### src/design/pmbfl_pkg.sv
package pmbfl_pkg;
    // Register set size and command codes
    localparam int         NREG       = 21;
    localparam logic [7:0] CMD_CLEAR  = 8'h03;
    localparam logic [7:0] CMD_SCALE  = 8'h29;
    localparam logic [7:0] CMD_UVW    = 8'h43;
    localparam logic [7:0] CMD_UVF    = 8'h44;
    localparam logic [7:0] CMD_UVA    = 8'h45;
    localparam logic [7:0] CMD_OCF    = 8'h46;
    localparam logic [7:0] CMD_OCA    = 8'h47;
    localparam logic [7:0] CMD_OCW    = 8'h4A;
    localparam logic [7:0] CMD_OTF    = 8'h4F;
    localparam logic [7:0] CMD_OTA    = 8'h50;
    localparam logic [7:0] CMD_OTW    = 8'h51;
    localparam logic [7:0] CMD_VIOF   = 8'h55;
    localparam logic [7:0] CMD_VIOA   = 8'h56;
    localparam logic [7:0] CMD_VIUW   = 8'h58;
    localparam logic [7:0] CMD_PGON   = 8'h5E;
    localparam logic [7:0] CMD_PGOFF  = 8'h5F;
    localparam logic [7:0] CMD_TDLY   = 8'h60;
    localparam logic [7:0] CMD_TRISE  = 8'h61;
    localparam logic [7:0] CMD_TMAX   = 8'h62;
    localparam logic [7:0] CMD_TMAXA  = 8'h63;
    localparam logic [7:0] CMD_TOFFD  = 8'h64;
    localparam logic [7:0] CMD_TOFFF  = 8'h65;

    // Storage index of each stored command except 64h and 65h, same order as REG_CODE
    localparam logic [4:0] I_SCALE = 5'h00, I_UVW  = 5'h01, I_UVF  = 5'h02;
    localparam logic [4:0] I_UVA   = 5'h03, I_OCF  = 5'h04, I_OCA  = 5'h05;
    localparam logic [4:0] I_OCW   = 5'h06, I_OTF  = 5'h07, I_OTA  = 5'h08;
    localparam logic [4:0] I_OTW   = 5'h09, I_VIOF = 5'h0A, I_VIOA = 5'h0B;
    localparam logic [4:0] I_VIUW  = 5'h0C, I_PGON = 5'h0D, I_PGOF = 5'h0E;
    localparam logic [4:0] I_TDLY  = 5'h0F, I_TRIS = 5'h10, I_TMAX = 5'h11;
    localparam logic [4:0] I_TMXA  = 5'h12;

    localparam logic [7:0] REG_CODE [NREG] = '{CMD_SCALE, CMD_UVW, CMD_UVF,
        CMD_UVA, CMD_OCF, CMD_OCA, CMD_OCW, CMD_OTF, CMD_OTA, CMD_OTW,
        CMD_VIOF, CMD_VIOA, CMD_VIUW, CMD_PGON, CMD_PGOFF, CMD_TDLY,
        CMD_TRISE, CMD_TMAX, CMD_TMAXA, CMD_TOFFD, CMD_TOFFF};

    // Value format: 16-bit mantissa, 5+11 exponent form, or one byte
    localparam logic [1:0] K_L16 = 2'h0, K_L11 = 2'h1, K_BYTE = 2'h2;
    localparam logic [1:0] REG_KIND [NREG] = '{K_L11, K_L16, K_L16, K_BYTE,
        K_L11, K_BYTE, K_L11, K_L11, K_BYTE, K_L11, K_L11, K_BYTE, K_L11,
        K_L16, K_L16, K_L11, K_L11, K_L11, K_BYTE, K_L11, K_L11};

    // Only exponent accepted for each five-bit exponent register
    localparam logic [4:0] EXP_0 = 5'h00, EXP_M1 = 5'h1F;
    localparam logic [4:0] EXP_M2 = 5'h1E, EXP_M3 = 5'h1D;
    localparam logic [4:0] REG_EXP [NREG] = '{EXP_M3, EXP_0, EXP_0, EXP_0,
        EXP_M1, EXP_0, EXP_M1, EXP_0, EXP_0, EXP_0, EXP_M2, EXP_0, EXP_M1,
        EXP_0, EXP_0, EXP_0, EXP_0, EXP_0, EXP_0, EXP_0, EXP_0};

    // Fault actions, held in bits 7:6 of an action byte
    localparam logic [1:0] ACT_IGNORE = 2'h0;
    localparam logic [1:0] ACT_SHUT   = 2'h2;
    localparam logic [1:0] ACT_INHIB  = 2'h3;
    localparam logic [7:0] RST_IGN    = 8'h00;
    localparam logic [7:0] RST_SHUT   = 8'h80;
    localparam logic [7:0] RST_INHIB  = 8'hC0;

    // Reset values; output levels in 1/256 V steps
    localparam logic [15:0] REG_RST [NREG] = '{16'hE808, 16'h0071, 16'h0065,
        {8'h00, RST_IGN}, 16'hF85C, {8'h00, RST_SHUT}, 16'hF84E, 16'h0091,
        {8'h00, RST_INHIB}, 16'h007D, 16'hF060, {8'h00, RST_SHUT}, 16'hF801,
        16'h0073, 16'h006C, 16'h0000, 16'h0002, 16'h0000, {8'h00, RST_IGN},
        16'h0000, 16'h0001};

    // Millisecond tick at the 250 MHz clock
    localparam int CLK_KHZ   = 250000;
    localparam int MS_TIME   = 1;
    localparam int MS_CYCLES = CLK_KHZ * MS_TIME;

    typedef enum logic [1:0] {SEQ_OFF, SEQ_DELAY, SEQ_RISE, SEQ_ON} pmbfl_seq_t;
endpackage

### src/design/pmbfl_limits.sv
`timescale 1ns/1ps
// How it works
// - Output-low warning level at 43h, 3.9mV steps, reset 0.44V, flags low.
// - Output under-voltage fault level at 44h, reset 0.395V, latches fault once regulating.
// - Under-voltage action byte at 45h, ignore or shutdown, reset ignore.
// - Over-current fault level at 46h, 0.5A steps, reset 46A, exponent -1.
// - Over-current action byte at 47h picks the reaction to that fault.
// - Over-temperature fault level at 4Fh, 1C steps, reset 145C, exponent 0.
// - Over-temperature action at 50h: ignore, shutdown or inhibit; reset inhibit.
// - Over-temperature warning level at 51h, reset 125C, raises warning.
// - Input over-voltage fault level at 55h, 0.25V steps, reset 24V.
// - Input over-voltage action at 56h, ignore or shutdown, reset shutdown.
// - Input-low warning level at 58h, 0.5V steps, reset 0.5V, exponent -1.
// - Power good asserts when output reaches level at 5Eh, reset 0.45V.
// - Power good negates when output falls to level at 5Fh, reset 0.42V.
// - Wait turn-on delay at 60h, 1ms steps, before the rise starts.
// - Ramp phase lasts the rise time at 61h, reset 2ms.
// - Turn-on timeout at 62h if output not above fault level; 0 disables.
// - Turn-on timeout action at 63h, ignore or shutdown, reset ignore.
// - Turn-off delay at 64h is stored but never applied.
// - Turn-off fall time at 65h is acknowledged and has no effect.
// - Output levels are divided by the loop scale at 29h: 1 to 0.125.
// - Clear-faults command 03h erases every latched fault.
module pmbfl_limits #(
    parameter int MS_CYCLES = pmbfl_pkg::MS_CYCLES
) (
    // Clock and reset
    input  wire logic        clk,
    input  wire logic        reset_n,
    // Command port from the transaction layer
    input  wire logic        cmd_valid,
    input  wire logic        cmd_write,
    input  wire logic [7:0]  cmd_code,
    input  wire logic [15:0] cmd_wdata,
    output logic             rsp_valid_q,
    output logic             rsp_ack_q,
    output logic [15:0]      rsp_data_q,
    // Telemetry samples, same clock
    input  wire logic        smp_valid,
    input  wire logic [15:0] vout_smp,
    input  wire logic [15:0] iout_smp,
    input  wire logic [15:0] temp_smp,
    input  wire logic [15:0] vin_smp,
    // Start condition and converter control
    input  wire logic        start_req,
    output logic             convert_en_q,
    output logic             ramp_q,
    output logic             power_good_q,
    // Live warnings and latched faults
    output logic [3:0]       warn_q,
    output logic [4:0]       fault_q
);
    logic [15:0]            regs_q [pmbfl_pkg::NREG];
    logic                   hit;
    logic [4:0]             idx;
    logic                   wr_ok;
    logic                   clr;
    logic [1:0]             shift;
    logic [18:0]            uvw_s, uvf_s, pgon_s, pgof_s, vout_w;
    logic [4:0]             ev;
    logic [4:0]             shut_mask;
    logic                   shut_q;
    logic                   ot_live_q;
    logic                   inhib;
    logic                   run_ok;
    logic                   reached_q;
    logic                   tmo_done_q;
    logic                   tick;
    logic [31:0]            div_q;
    logic [10:0]            ms_q, ton_ms_q;
    pmbfl_pkg::pmbfl_seq_t  st_q, st_d;

    // Command decode against the code table
    always_comb begin
        hit = 1'b0;
        idx = 5'h00;
        for (int i = 0; i < pmbfl_pkg::NREG; i++) begin
            if (pmbfl_pkg::REG_CODE[i] == cmd_code) begin
                hit = 1'b1;
                idx = 5'(i);
            end
        end
    end

    // Writes with a wrong exponent or scale are refused
    always_comb begin
        wr_ok = hit;
        if (pmbfl_pkg::REG_KIND[idx] == pmbfl_pkg::K_L11 &&
            cmd_wdata[15:11] != pmbfl_pkg::REG_EXP[idx])
            wr_ok = 1'b0;
        if (idx == pmbfl_pkg::I_SCALE && !(cmd_wdata[10:0] inside
            {11'h001, 11'h002, 11'h004, 11'h008}))
            wr_ok = 1'b0;
    end

    assign clr = cmd_valid && cmd_write && cmd_code == pmbfl_pkg::CMD_CLEAR;

    // Register store; turn-off settings are kept but never used
    always_ff @(posedge clk or negedge reset_n) begin
        if (!reset_n) begin
            for (int i = 0; i < pmbfl_pkg::NREG; i++) begin
                regs_q[i] <= pmbfl_pkg::REG_RST[i];
            end
        end else if (cmd_valid && cmd_write && wr_ok) begin
            if (pmbfl_pkg::REG_KIND[idx] == pmbfl_pkg::K_BYTE) begin
                regs_q[idx] <= {8'h00, cmd_wdata[7:0]};
            end else begin
                regs_q[idx] <= cmd_wdata;
            end
        end
    end

    // One answer per command, next cycle
    always_ff @(posedge clk or negedge reset_n) begin
        if (!reset_n) begin
            rsp_valid_q <= 1'b0;
            rsp_ack_q   <= 1'b0;
            rsp_data_q  <= 16'h0000;
        end else begin
            rsp_valid_q <= cmd_valid;
            rsp_ack_q   <= cmd_valid && (clr || (cmd_write ? wr_ok : hit));
            rsp_data_q  <= (cmd_valid && !cmd_write && hit) ?
                           regs_q[idx] : 16'h0000;
        end
    end

    // Output levels scaled up by 1/Vs into sensed-voltage units
    always_comb begin
        unique case (regs_q[pmbfl_pkg::I_SCALE][3:0])
            4'h8:    shift = 2'h0;
            4'h4:    shift = 2'h1;
            4'h2:    shift = 2'h2;
            default: shift = 2'h3;
        endcase
    end
    assign uvw_s  = {3'h0, regs_q[pmbfl_pkg::I_UVW]} << shift;
    assign uvf_s  = {3'h0, regs_q[pmbfl_pkg::I_UVF]} << shift;
    assign pgon_s = {3'h0, regs_q[pmbfl_pkg::I_PGON]} << shift;
    assign pgof_s = {3'h0, regs_q[pmbfl_pkg::I_PGOF]} << shift;
    assign vout_w = {3'h0, vout_smp};

    // Fault events from each fresh sample, timeout from the ms count; UV only once regulating
    always_comb begin
        ev = 5'h00;
        if (smp_valid) begin
            ev[0] = st_q == pmbfl_pkg::SEQ_ON && vout_w <= uvf_s;
            ev[1] = iout_smp[10:0] >= regs_q[pmbfl_pkg::I_OCF][10:0];
            ev[2] = temp_smp[10:0] >= regs_q[pmbfl_pkg::I_OTF][10:0];
            ev[3] = vin_smp[10:0] >= regs_q[pmbfl_pkg::I_VIOF][10:0];
        end
        ev[4] = !tmo_done_q && !reached_q &&
                regs_q[pmbfl_pkg::I_TMAX][10:0] != 11'h000 &&
                (st_q == pmbfl_pkg::SEQ_RISE || st_q == pmbfl_pkg::SEQ_ON) &&
                ton_ms_q >= regs_q[pmbfl_pkg::I_TMAX][10:0];
    end

    // Which faults are set to shut the converter down
    always_comb begin
        shut_mask[0] = regs_q[pmbfl_pkg::I_UVA][7:6] == pmbfl_pkg::ACT_SHUT;
        shut_mask[1] = regs_q[pmbfl_pkg::I_OCA][7:6] == pmbfl_pkg::ACT_SHUT;
        shut_mask[2] = regs_q[pmbfl_pkg::I_OTA][7:6] == pmbfl_pkg::ACT_SHUT;
        shut_mask[3] = regs_q[pmbfl_pkg::I_VIOA][7:6] == pmbfl_pkg::ACT_SHUT;
        shut_mask[4] = regs_q[pmbfl_pkg::I_TMXA][7:6] == pmbfl_pkg::ACT_SHUT;
    end

    // Latched faults; a new event beats a clear in the same cycle
    always_ff @(posedge clk or negedge reset_n) begin
        if (!reset_n) begin
            fault_q <= 5'h00;
        end else begin
            fault_q <= (fault_q & {5{!clr}}) | ev;
        end
    end

    // Shutdown latch holds the converter off until a clear
    always_ff @(posedge clk or negedge reset_n) begin
        if (!reset_n) begin
            shut_q <= 1'b0;
        end else begin
            shut_q <= (shut_q && !clr) || |(ev & shut_mask);
        end
    end

    // Inhibit only holds off while over-temperature persists
    always_ff @(posedge clk or negedge reset_n) begin
        if (!reset_n) begin
            ot_live_q <= 1'b0;
        end else if (smp_valid) begin
            ot_live_q <= temp_smp[10:0] >= regs_q[pmbfl_pkg::I_OTF][10:0];
        end
    end
    assign inhib  = ot_live_q &&
        regs_q[pmbfl_pkg::I_OTA][7:6] == pmbfl_pkg::ACT_INHIB;
    assign run_ok = start_req && !shut_q && !inhib;

    // Warnings follow each sample, not latched
    always_ff @(posedge clk or negedge reset_n) begin
        if (!reset_n) begin
            warn_q <= 4'h0;
        end else if (smp_valid) begin
            warn_q[0] <= vout_w <= uvw_s;
            warn_q[1] <= iout_smp[10:0] >= regs_q[pmbfl_pkg::I_OCW][10:0];
            warn_q[2] <= temp_smp[10:0] >= regs_q[pmbfl_pkg::I_OTW][10:0];
            warn_q[3] <= {vin_smp[10:0], 1'b0} <=
                         {regs_q[pmbfl_pkg::I_VIUW][10:0], 1'b0} << 1;
        end
    end

    // Sequencer: off, delay, rise, regulate
    always_comb begin
        st_d = st_q;
        unique case (st_q)
            pmbfl_pkg::SEQ_OFF: begin
                if (run_ok) begin
                    st_d = pmbfl_pkg::SEQ_DELAY;
                end
            end
            pmbfl_pkg::SEQ_DELAY: begin
                if (ms_q >= regs_q[pmbfl_pkg::I_TDLY][10:0]) begin
                    st_d = pmbfl_pkg::SEQ_RISE;
                end
            end
            pmbfl_pkg::SEQ_RISE: begin
                if (ms_q >= regs_q[pmbfl_pkg::I_TRIS][10:0]) begin
                    st_d = pmbfl_pkg::SEQ_ON;
                end
            end
            pmbfl_pkg::SEQ_ON: st_d = pmbfl_pkg::SEQ_ON;
        endcase
        if (!run_ok) begin
            st_d = pmbfl_pkg::SEQ_OFF;
        end
    end

    always_ff @(posedge clk or negedge reset_n) begin
        if (!reset_n) begin
            st_q <= pmbfl_pkg::SEQ_OFF;
        end else begin
            st_q <= st_d;
        end
    end

    // Millisecond divider restarts on entry to delay or rise
    assign tick = div_q == 32'(MS_CYCLES - 1);
    always_ff @(posedge clk or negedge reset_n) begin
        if (!reset_n) begin
            div_q <= 32'h0;
        end else if (st_d != st_q && st_d != pmbfl_pkg::SEQ_ON) begin
            div_q <= 32'h0;
        end else begin
            div_q <= tick ? 32'h0 : div_q + 32'h1;
        end
    end

    // Milliseconds spent in the current phase; saturates
    always_ff @(posedge clk or negedge reset_n) begin
        if (!reset_n) begin
            ms_q <= 11'h000;
        end else if (st_d != st_q) begin
            ms_q <= 11'h000;
        end else if (tick && ms_q != 11'h7FF) begin
            ms_q <= ms_q + 11'h001;
        end
    end

    // Timeout clock restarts at rise start; rising above the UV level blocks the fault
    always_ff @(posedge clk or negedge reset_n) begin
        if (!reset_n) begin
            ton_ms_q   <= 11'h000;
            reached_q  <= 1'b0;
            tmo_done_q <= 1'b0;
        end else if (st_d == pmbfl_pkg::SEQ_RISE &&
                     st_q != pmbfl_pkg::SEQ_RISE) begin
            ton_ms_q   <= 11'h000;
            reached_q  <= 1'b0;
            tmo_done_q <= 1'b0;
        end else begin
            if (tick && ton_ms_q != 11'h7FF) begin
                ton_ms_q <= ton_ms_q + 11'h001;
            end
            if (smp_valid && vout_w > uvf_s) begin
                reached_q <= 1'b1;
            end
            if (ev[4]) begin
                tmo_done_q <= 1'b1;
            end
        end
    end

    // Converter enable, ramp flag and power good, all registered
    always_ff @(posedge clk or negedge reset_n) begin
        if (!reset_n) begin
            convert_en_q <= 1'b0;
            ramp_q       <= 1'b0;
            power_good_q <= 1'b0;
        end else begin
            convert_en_q <= st_d == pmbfl_pkg::SEQ_RISE ||
                            st_d == pmbfl_pkg::SEQ_ON;
            ramp_q       <= st_d == pmbfl_pkg::SEQ_RISE;
            if (st_d == pmbfl_pkg::SEQ_OFF) begin
                power_good_q <= 1'b0;
            end else if (smp_valid && vout_w <= pgof_s) begin
                power_good_q <= 1'b0;
            end else if (smp_valid && vout_w >= pgon_s &&
                         st_q != pmbfl_pkg::SEQ_DELAY) begin
                power_good_q <= 1'b1;
            end
        end
    end
endmodule

### config.mk
export PLATFORM = sky130hd
export DESIGN_NAME = pmbfl_limits
export DESIGN_NICKNAME = d
export VERILOG_FILES = /design/src/design/pmbfl_pkg.sv /design/src/design/pmbfl_limits.sv
export SDC_FILE = /design/constraint.sdc
export NUM_CORES = 1
export LEC_CHECK = 0
export ABC_AREA = 1
export BUFFER_PORTS_ARGS = -buffer_cell sky130_fd_sc_hd__clkbuf_2
export CAP_MARGIN = 20
export CORE_MARGIN = 1
export CORE_UTILIZATION = 42
export CTS_BUF_LIST = sky130_fd_sc_hd__clkbuf_16
export CTS_CLUSTER_SIZE = 16
export DETAILED_ROUTE_END_ITERATION = 8
export PLACE_DENSITY_LB_ADDON = 0.05
export REMOVE_ABC_BUFFERS = 1
export SLEW_MARGIN = 20
export SYNTH_ARGS = -nofsm -noshare
export SYNTH_HDL_FRONTEND = slang
export SYNTH_SLANG_ARGS = --single-unit
### constraint.sdc
create_clock -name clk -period 9.55 [get_ports clk]
set_input_delay 1.91 -clock clk [delete_from_list [all_inputs] [get_ports clk]]
set_output_delay 1.91 -clock clk [all_outputs]
set_load 0.05 [all_outputs]
Word level (Yosys, flattened, before mapping)
Memories as Yosys holds them, arrays and structs flattened.
Cells that the tools add are included.
{"block": "word_totals", "wordCells": 240, "regBits": 426, "rom_bits": 224, "mem_count": 2, "inputBits": 94}
{"block": "op_classes", "n_mux": 76, "n_eq_ne": 50, "n_addsub": 3, "shift": 4, "n_bitwise": 4, "reduce_logical": 48, "order_cmp": 16}
{"name": "(name not given)", "words": 32, "word_bits": 5, "rd": 1, "rd_clocked_by_memory_dff": 0, "write_ports": 0, "line_no": "pmbfl_limits.sv:89", "rtl": "cmd_wdata[15:11] != pmbfl_pkg::REG_EXP[idx])"}
{"name": "(name not given)", "words": 32, "word_bits": 2, "rd": 1, "rd_clocked_by_memory_dff": 0, "write_ports": 0, "line_no": "pmbfl_limits.sv:105", "rtl": "if (pmbfl_pkg::REG_KIND[idx] == pmbfl_pkg::K_BYTE) begin"}
{"cell": "336-bit bitwise mux", "n": 2}
{"cell": "336-bit two-way mux", "n": 1}
{"cell": "7-bit by 8-bit == test with 1-bit output (first input constant)", "n": 20}
{"cell": "11-bit greater-or-equal comparator", "n": 8}
{"cell": "16-bit binary-select mux with 5-bit select", "n": 1}
{"cell": "16-bit demux with 5-bit select", "n": 1}
{"cell": "5-bit two-way mux", "n": 16}
{"cell": "16-bit by 2-bit << shifter with 19-bit output", "n": 4}
{"cell": "16-bit two-way mux", "n": 4}
{"cell": "32-bit two-way mux", "n": 2}
{"cell": "16-bit by 19-bit <= comparator with 1-bit output", "n": 3}
{"cell": "11-bit two-way mux", "n": 4}
{"cell": "32-bit by 1-bit adder with 32-bit output (second input constant)", "n": 1}
{"cell": "32-bit by 18-bit == test with 1-bit output (second input constant)", "n": 1}
{"cell": "1-bit two-way mux", "n": 32}
{"cell": "1-bit logical AND", "n": 26}
{"cell": "11-bit by 1-bit adder with 11-bit output (second input constant)", "n": 2}
{"cell": "2-bit == test (second input constant)", "n": 11}
{"cell": "11-bit inequality test (second input constant)", "n": 2}
{"cell": "16-bit by 19-bit greater-or-equal comparator with 1-bit output", "n": 1}
{"cell": "16-bit by 19-bit greater-than comparator with 1-bit output", "n": 1}
{"cell": "2-bit two-way mux", "n": 7}
{"cell": "12-bit <= comparator", "n": 1}
{"cell": "11-bit by 1-bit == test with 1-bit output (second input constant)", "n": 1}
{"cell": "31 further kinds", "n": 49}

Longest topological paths before layout
{"block": "depth", "word_depth": 32, "depth_mapped": 25}

Worst setup path before layout
No wires, ideal clock.
{"block": "synth_timing", "kind": "input to register", "start": "input port cmd_code[7]", "end": "register with a tool-made name", "stages": 23, "path_slack_ns": 4.290, "n_path_buf": 4, "required_ns": 9.433, "t_arrival_ns": 5.142, "cell_sequence": "inv_2 > nand2_2 > nor2_2 > nand2_1 > nand3_1 > nor2_1 > nand4_1 > nor2_1 > nand3_1 > inv_2 > buf_2 > buf_1 > ha_1 > clkinv_1 > nor2_1 > inv_1 > nand3_1 > o21bai_4 > buf_6 > nand3_2 > buf_2 > nand2_1 > nand2_1"}
{"item": "start: declaration", "line_no": "pmbfl_limits.sv:33", "rtl": "input wire logic [7:0] cmd_code,"}

Worst setup path in the final report
{"block": "layout_timing", "start": "input port cmd_code[4]", "end": "register regs_q[297] (netlist bit)"}
{"block": "layout_between", "elab_chain_cells": 30, "word_cells_on_any_way": 86, "classes_between": "2 x order compare; 24 x eq/ne; 52 x mux; 1 x bitwise; 5 x reduce/logical; 2 x memory"}
{"item": "7-bit by 8-bit == test with 1-bit output", "line_no": "pmbfl_limits.sv:78", "rtl": "if (pmbfl_pkg::REG_CODE[i] == cmd_code) begin"}
{"item": "1-bit two-way mux", "line_no": "pmbfl_limits.sv:78"}
{"item": "2-bit two-way mux (2 in series)", "line_no": "pmbfl_limits.sv:78"}
{"item": "3-bit two-way mux (3 in series)", "line_no": "pmbfl_limits.sv:78"}
{"item": "5-bit two-way mux (14 in series)", "line_no": "pmbfl_limits.sv:78"}
{"item": "5-bit NOT with 6-bit output (implied by the code)"}
{"item": "memory 32 x 5 bit / memory 32 x 2 bit (equally long branches)"}
{"item": "5-bit two-way mux (implied by the code) / 2-bit two-way mux (equally long branches) (2 in series)", "line_no": "pmbfl_limits.sv:89, pmbfl_limits.sv:105"}
{"item": "5-bit inequality test / 2-bit by 1-bit == test with 1-bit output (equally long branches)", "line_no": "pmbfl_limits.sv:89, pmbfl_limits.sv:88"}
{"item": "1-bit logical AND", "line_no": "pmbfl_limits.sv:88", "rtl": "if (pmbfl_pkg::REG_KIND[idx] == pmbfl_pkg::K_L11 &&"}
{"item": "1-bit two-way mux", "line_no": "pmbfl_limits.sv:88"}
{"item": "1-bit two-way mux", "line_no": "pmbfl_limits.sv:91", "rtl": "if (idx == pmbfl_pkg::I_SCALE && !(cmd_wdata[10:0] inside"}
{"item": "1-bit logical AND", "line_no": "pmbfl_limits.sv:104", "rtl": "end else if (cmd_valid && cmd_write && wr_ok) begin"}
{"item": "end signal: indexed assignment", "line_no": "pmbfl_limits.sv:102", "rtl": "regs_q[i] <= pmbfl_pkg::REG_RST[i];"}
{"item": "end signal: indexed assignment", "line_no": "pmbfl_limits.sv:106", "rtl": "regs_q[idx] <= {8'h00, cmd_wdata[7:0]};"}
{"item": "end signal: indexed assignment", "line_no": "pmbfl_limits.sv:108", "rtl": "regs_q[idx] <= cmd_wdata;"}
{"item": "end: declaration", "line_no": "pmbfl_limits.sv:53", "rtl": "logic [15:0] regs_q [pmbfl_pkg::NREG];"}
Several ways; a longest one is shown, not always the timed one. The select of a mux whose other input is x is not followed.
A chain may end at the register's enable or synchronous reset.

==> results.txt <==
Synth Area per Inst = 7.41 sq um
Final period util = 66.8%
GR Util All Layers = 29.8%
1st-iter DRT viols = 2394
Hold Crit Class = flip-flop to flip-flop
Net Switching = 1200 uW
final WL = 99000 microns
CP max-delay cell = inv_8
DIE AREA = 0.0659 sq mm
clk_skew = 32.2 ps
FILL cells = 6585
most frequent cells in the layout = nand2_1, dfrtp_1, inv_1
Mapped Cells = 3678
Worst EP required = 10010 ps
post-synthesis sequential area ratio = 39.4%
Slew headroom = 27.8%
final core occ = 46.7%
CP Class = input port to flip-flop
Post-synth EDFFs = 0
post-DP HPWL = 67600 microns
clock power share = 44.8%
Vias/cell = 5.73
Worst setup EP type = flip-flop
ys flop type = dfrtp_1
DR DRC count = 0
CP Max Fanout = 136
vias in the first global route = 24500
Final min period = 6380 ps
overall die height = 257 microns
Sw Share = 28.0%
Fmax achieved = 157 MHz
layout cell share with drive strength beyond 1 = 9.58%
Worst Path Arrival = 6840 ps
clock sinks = 426
cts repair resizes = 0
Layout Nets = 3937
cell leakage power = 0.0148 uW
first-pass GRT wire length = 152000 microns
Detail Route Antenna Nets = 0
largest net degree at the start of global routing = 137
Async S/R FF share, synth = 100%
Core ar. = 0.0642 sq mm
CTS tree = built
CP startpoint kind = input port
row cnt = 93
endpoints failing setup = 0
worst-path cell chain = clkbuf_2 > inv_2 > nand2_1 > nor2_2 > nand2_1 > nand3_1 > nor2_1 > nand4_1 > nor2_1 > nand3_4 > inv_2 > ha_1 > inv_1 > nor2_1 > nand2_1 > nand3_1 > inv_8 > buf_4 > nand3_2 > nand2_1 > nand2_1
Slew Viols, Final = 0
GP Congestion = 0.911
RSZ-0062 raised after global routing = no
final hold vios = 0
status = completed
PwrDens = 143 mW/mm^2
Setup Buffers After CTS = 0
total gr overflow = 0
drt pass-1 iters = 5
# Max-Cap Violations = 0
antenna violations before repair = 3
crit-path max cell delay = 630 ps
Tot Pwr = 4300 uW
Port Buffers = 108
#FFs+latches synth = 426
CP delay by family, top = simple AND/OR/NAND/NOR gates
design internal power = 3100 uW
Worst VDD drop = 0.107 mV
Logic pwr share = 12.4%
via count = 26200
hold buffer count at cts = 0
Max clock buf depth = 3
htree depth = 2
TritonCTS buffer count = 52
clock root buffer = clkbuf_16
Most common cell on crit path = nand2_1
Worst-path clk slew = 50 ps
Die X = 257 microns
most common cell after layout, fill and taps aside = nand2_1
clk_lat worst skew = 600 ps
Sequential Power Share = 42.8%
Synth cell types = 59
synth warn = 0
Area Overhead vs Synth = 10.1%
I/O pin count = 124
wire per inst = 21.7 microns
Worst Max-Slew Pin Slew = 1080 ps
Post-Syn Area = 0.0273 sq mm
Worst Path Buf+Inv = 6
Starting Density = 42.4%
setup TNS = 0 ps
==> final timing paths <==
kind | from | to | slack (ps) | cells past startpoint
worst max-delay path | cmd_code[4] | regs_q[297] | 3170 | 21
worst min register to register | regs_q[46] | regs_q[46] | 460 | 2
min in group asynchronous | reset_n | async pin | 1330 | 1
worst min-delay path | regs_q[46] | regs_q[46] | 460 | 2
max in group asynchronous | reset_n | rsp_ack_q | 6180 | 3
worst max register to register | flip-flop | shut_q | 5280 | 19
==> final cells by class <==
cell class	count	area [sq um]	area share (%)
sequential	426	10700	35.8
clock buffer	53	1330	4.42
multi-input combinational	2677	14200	47.3
inverter	350	1320	4.41
clock inverter	42	304	1.01
tap	855	1070	3.56
antenna	1	2.50	0.00834
timing repair buffer	167	1060	3.53
==> cells by family after synthesis <==
group | after synthesis | share of synthesized area [%]
AO/OA/AOI/OAI | 576 | 11.5
XOR/XNOR | 36 | 1.16
adder cells (fa/ha/maj) | 169 | 7.76
buffers and inverters | 575 | 8.72
flip-flops | 426 | 39.4
multiplexers | 8 | 0.294
AND/OR/NAND/NOR | 1888 | 31.2
==> tightest hold or removal path: stages, from the launching register on <==
cell	delay, ps
dfrtp_1	340
nand2_1	50
inv_1	40
==> layer usage <==
layer / GRT usage [%] / up-vias / routed length (microns)
li1: - / 12400 / -
met1: 43.7 / 12700 / 46500
met2: 45.5 / 878 / 43800
met3: 3.76 / 145 / 5870
met4: 8.68 / 2 / 2890
met5: 0 / - / 11
==> power by group through the flow <==
stage | Sequential, uW | Combinational [uW] | Clock [uW]
2_1_floorplan | 1880 | 270 | 0
3_3_place_gp | 1870 | 513 | 0
3_5_place_dp | 1870 | 525 | 0
4_1_cts | 1840 | 526 | 1970
5_1_grt | 1850 | 587 | 2030
6_report | 1840 | 532 | 1930
==> cells in the mapped netlist, types with 3 or more instances <==
library cell,n,area [sq um]
or2_2,6,37.5
buf_2,54,270
dfstp_2,67,1760
o31ai_1,9,67.6
xor2_1,32,280
a21boi_1,3,22.5
inv_2,11,41.3
a31oi_1,18,113
nand4_1,349,2180
o311ai_0,3,26.3
o211ai_1,16,120
nand3b_1,3,22.5
nor2_2,3,18.8
ha_1,169,2110
clkbuf_1,131,492
mux2i_1,8,80.1
a21o_1,8,60.1
nand3_1,187,936
clkinv_1,5,18.8
a21boi_0,4,30.0
nand2_1,1163,4370
a211oi_1,11,82.6
a21oi_1,199,996
o21ai_0,279,1400
nand3_2,14,140
nand2_2,4,25.0
nor3_4,3,48.8
xnor2_1,4,35.0
inv_1,333,1250
nor2_1,103,387
buf_1,15,56.3
buf_6,15,169
nor3_1,25,125
dfrtp_1,359,8980
nor4_1,20,125
buf_4,10,75.1
o22ai_1,5,31.3
==> stage by stage <==
step	std cells	instance area [sq um]	setup slack (ps)	hold WS (ps)
3_5_place_dp	4474	28300	2400	445
3_3_place_gp	4474	28300	2440	442
2_1_floorplan	3453	26200	-4920	429
6_report	4571	30000	3170	462
4_1_cts	4569	30000	3020	460
5_1_grt	4571	30000	2800	477
Power figures use the tool's default switching activity.
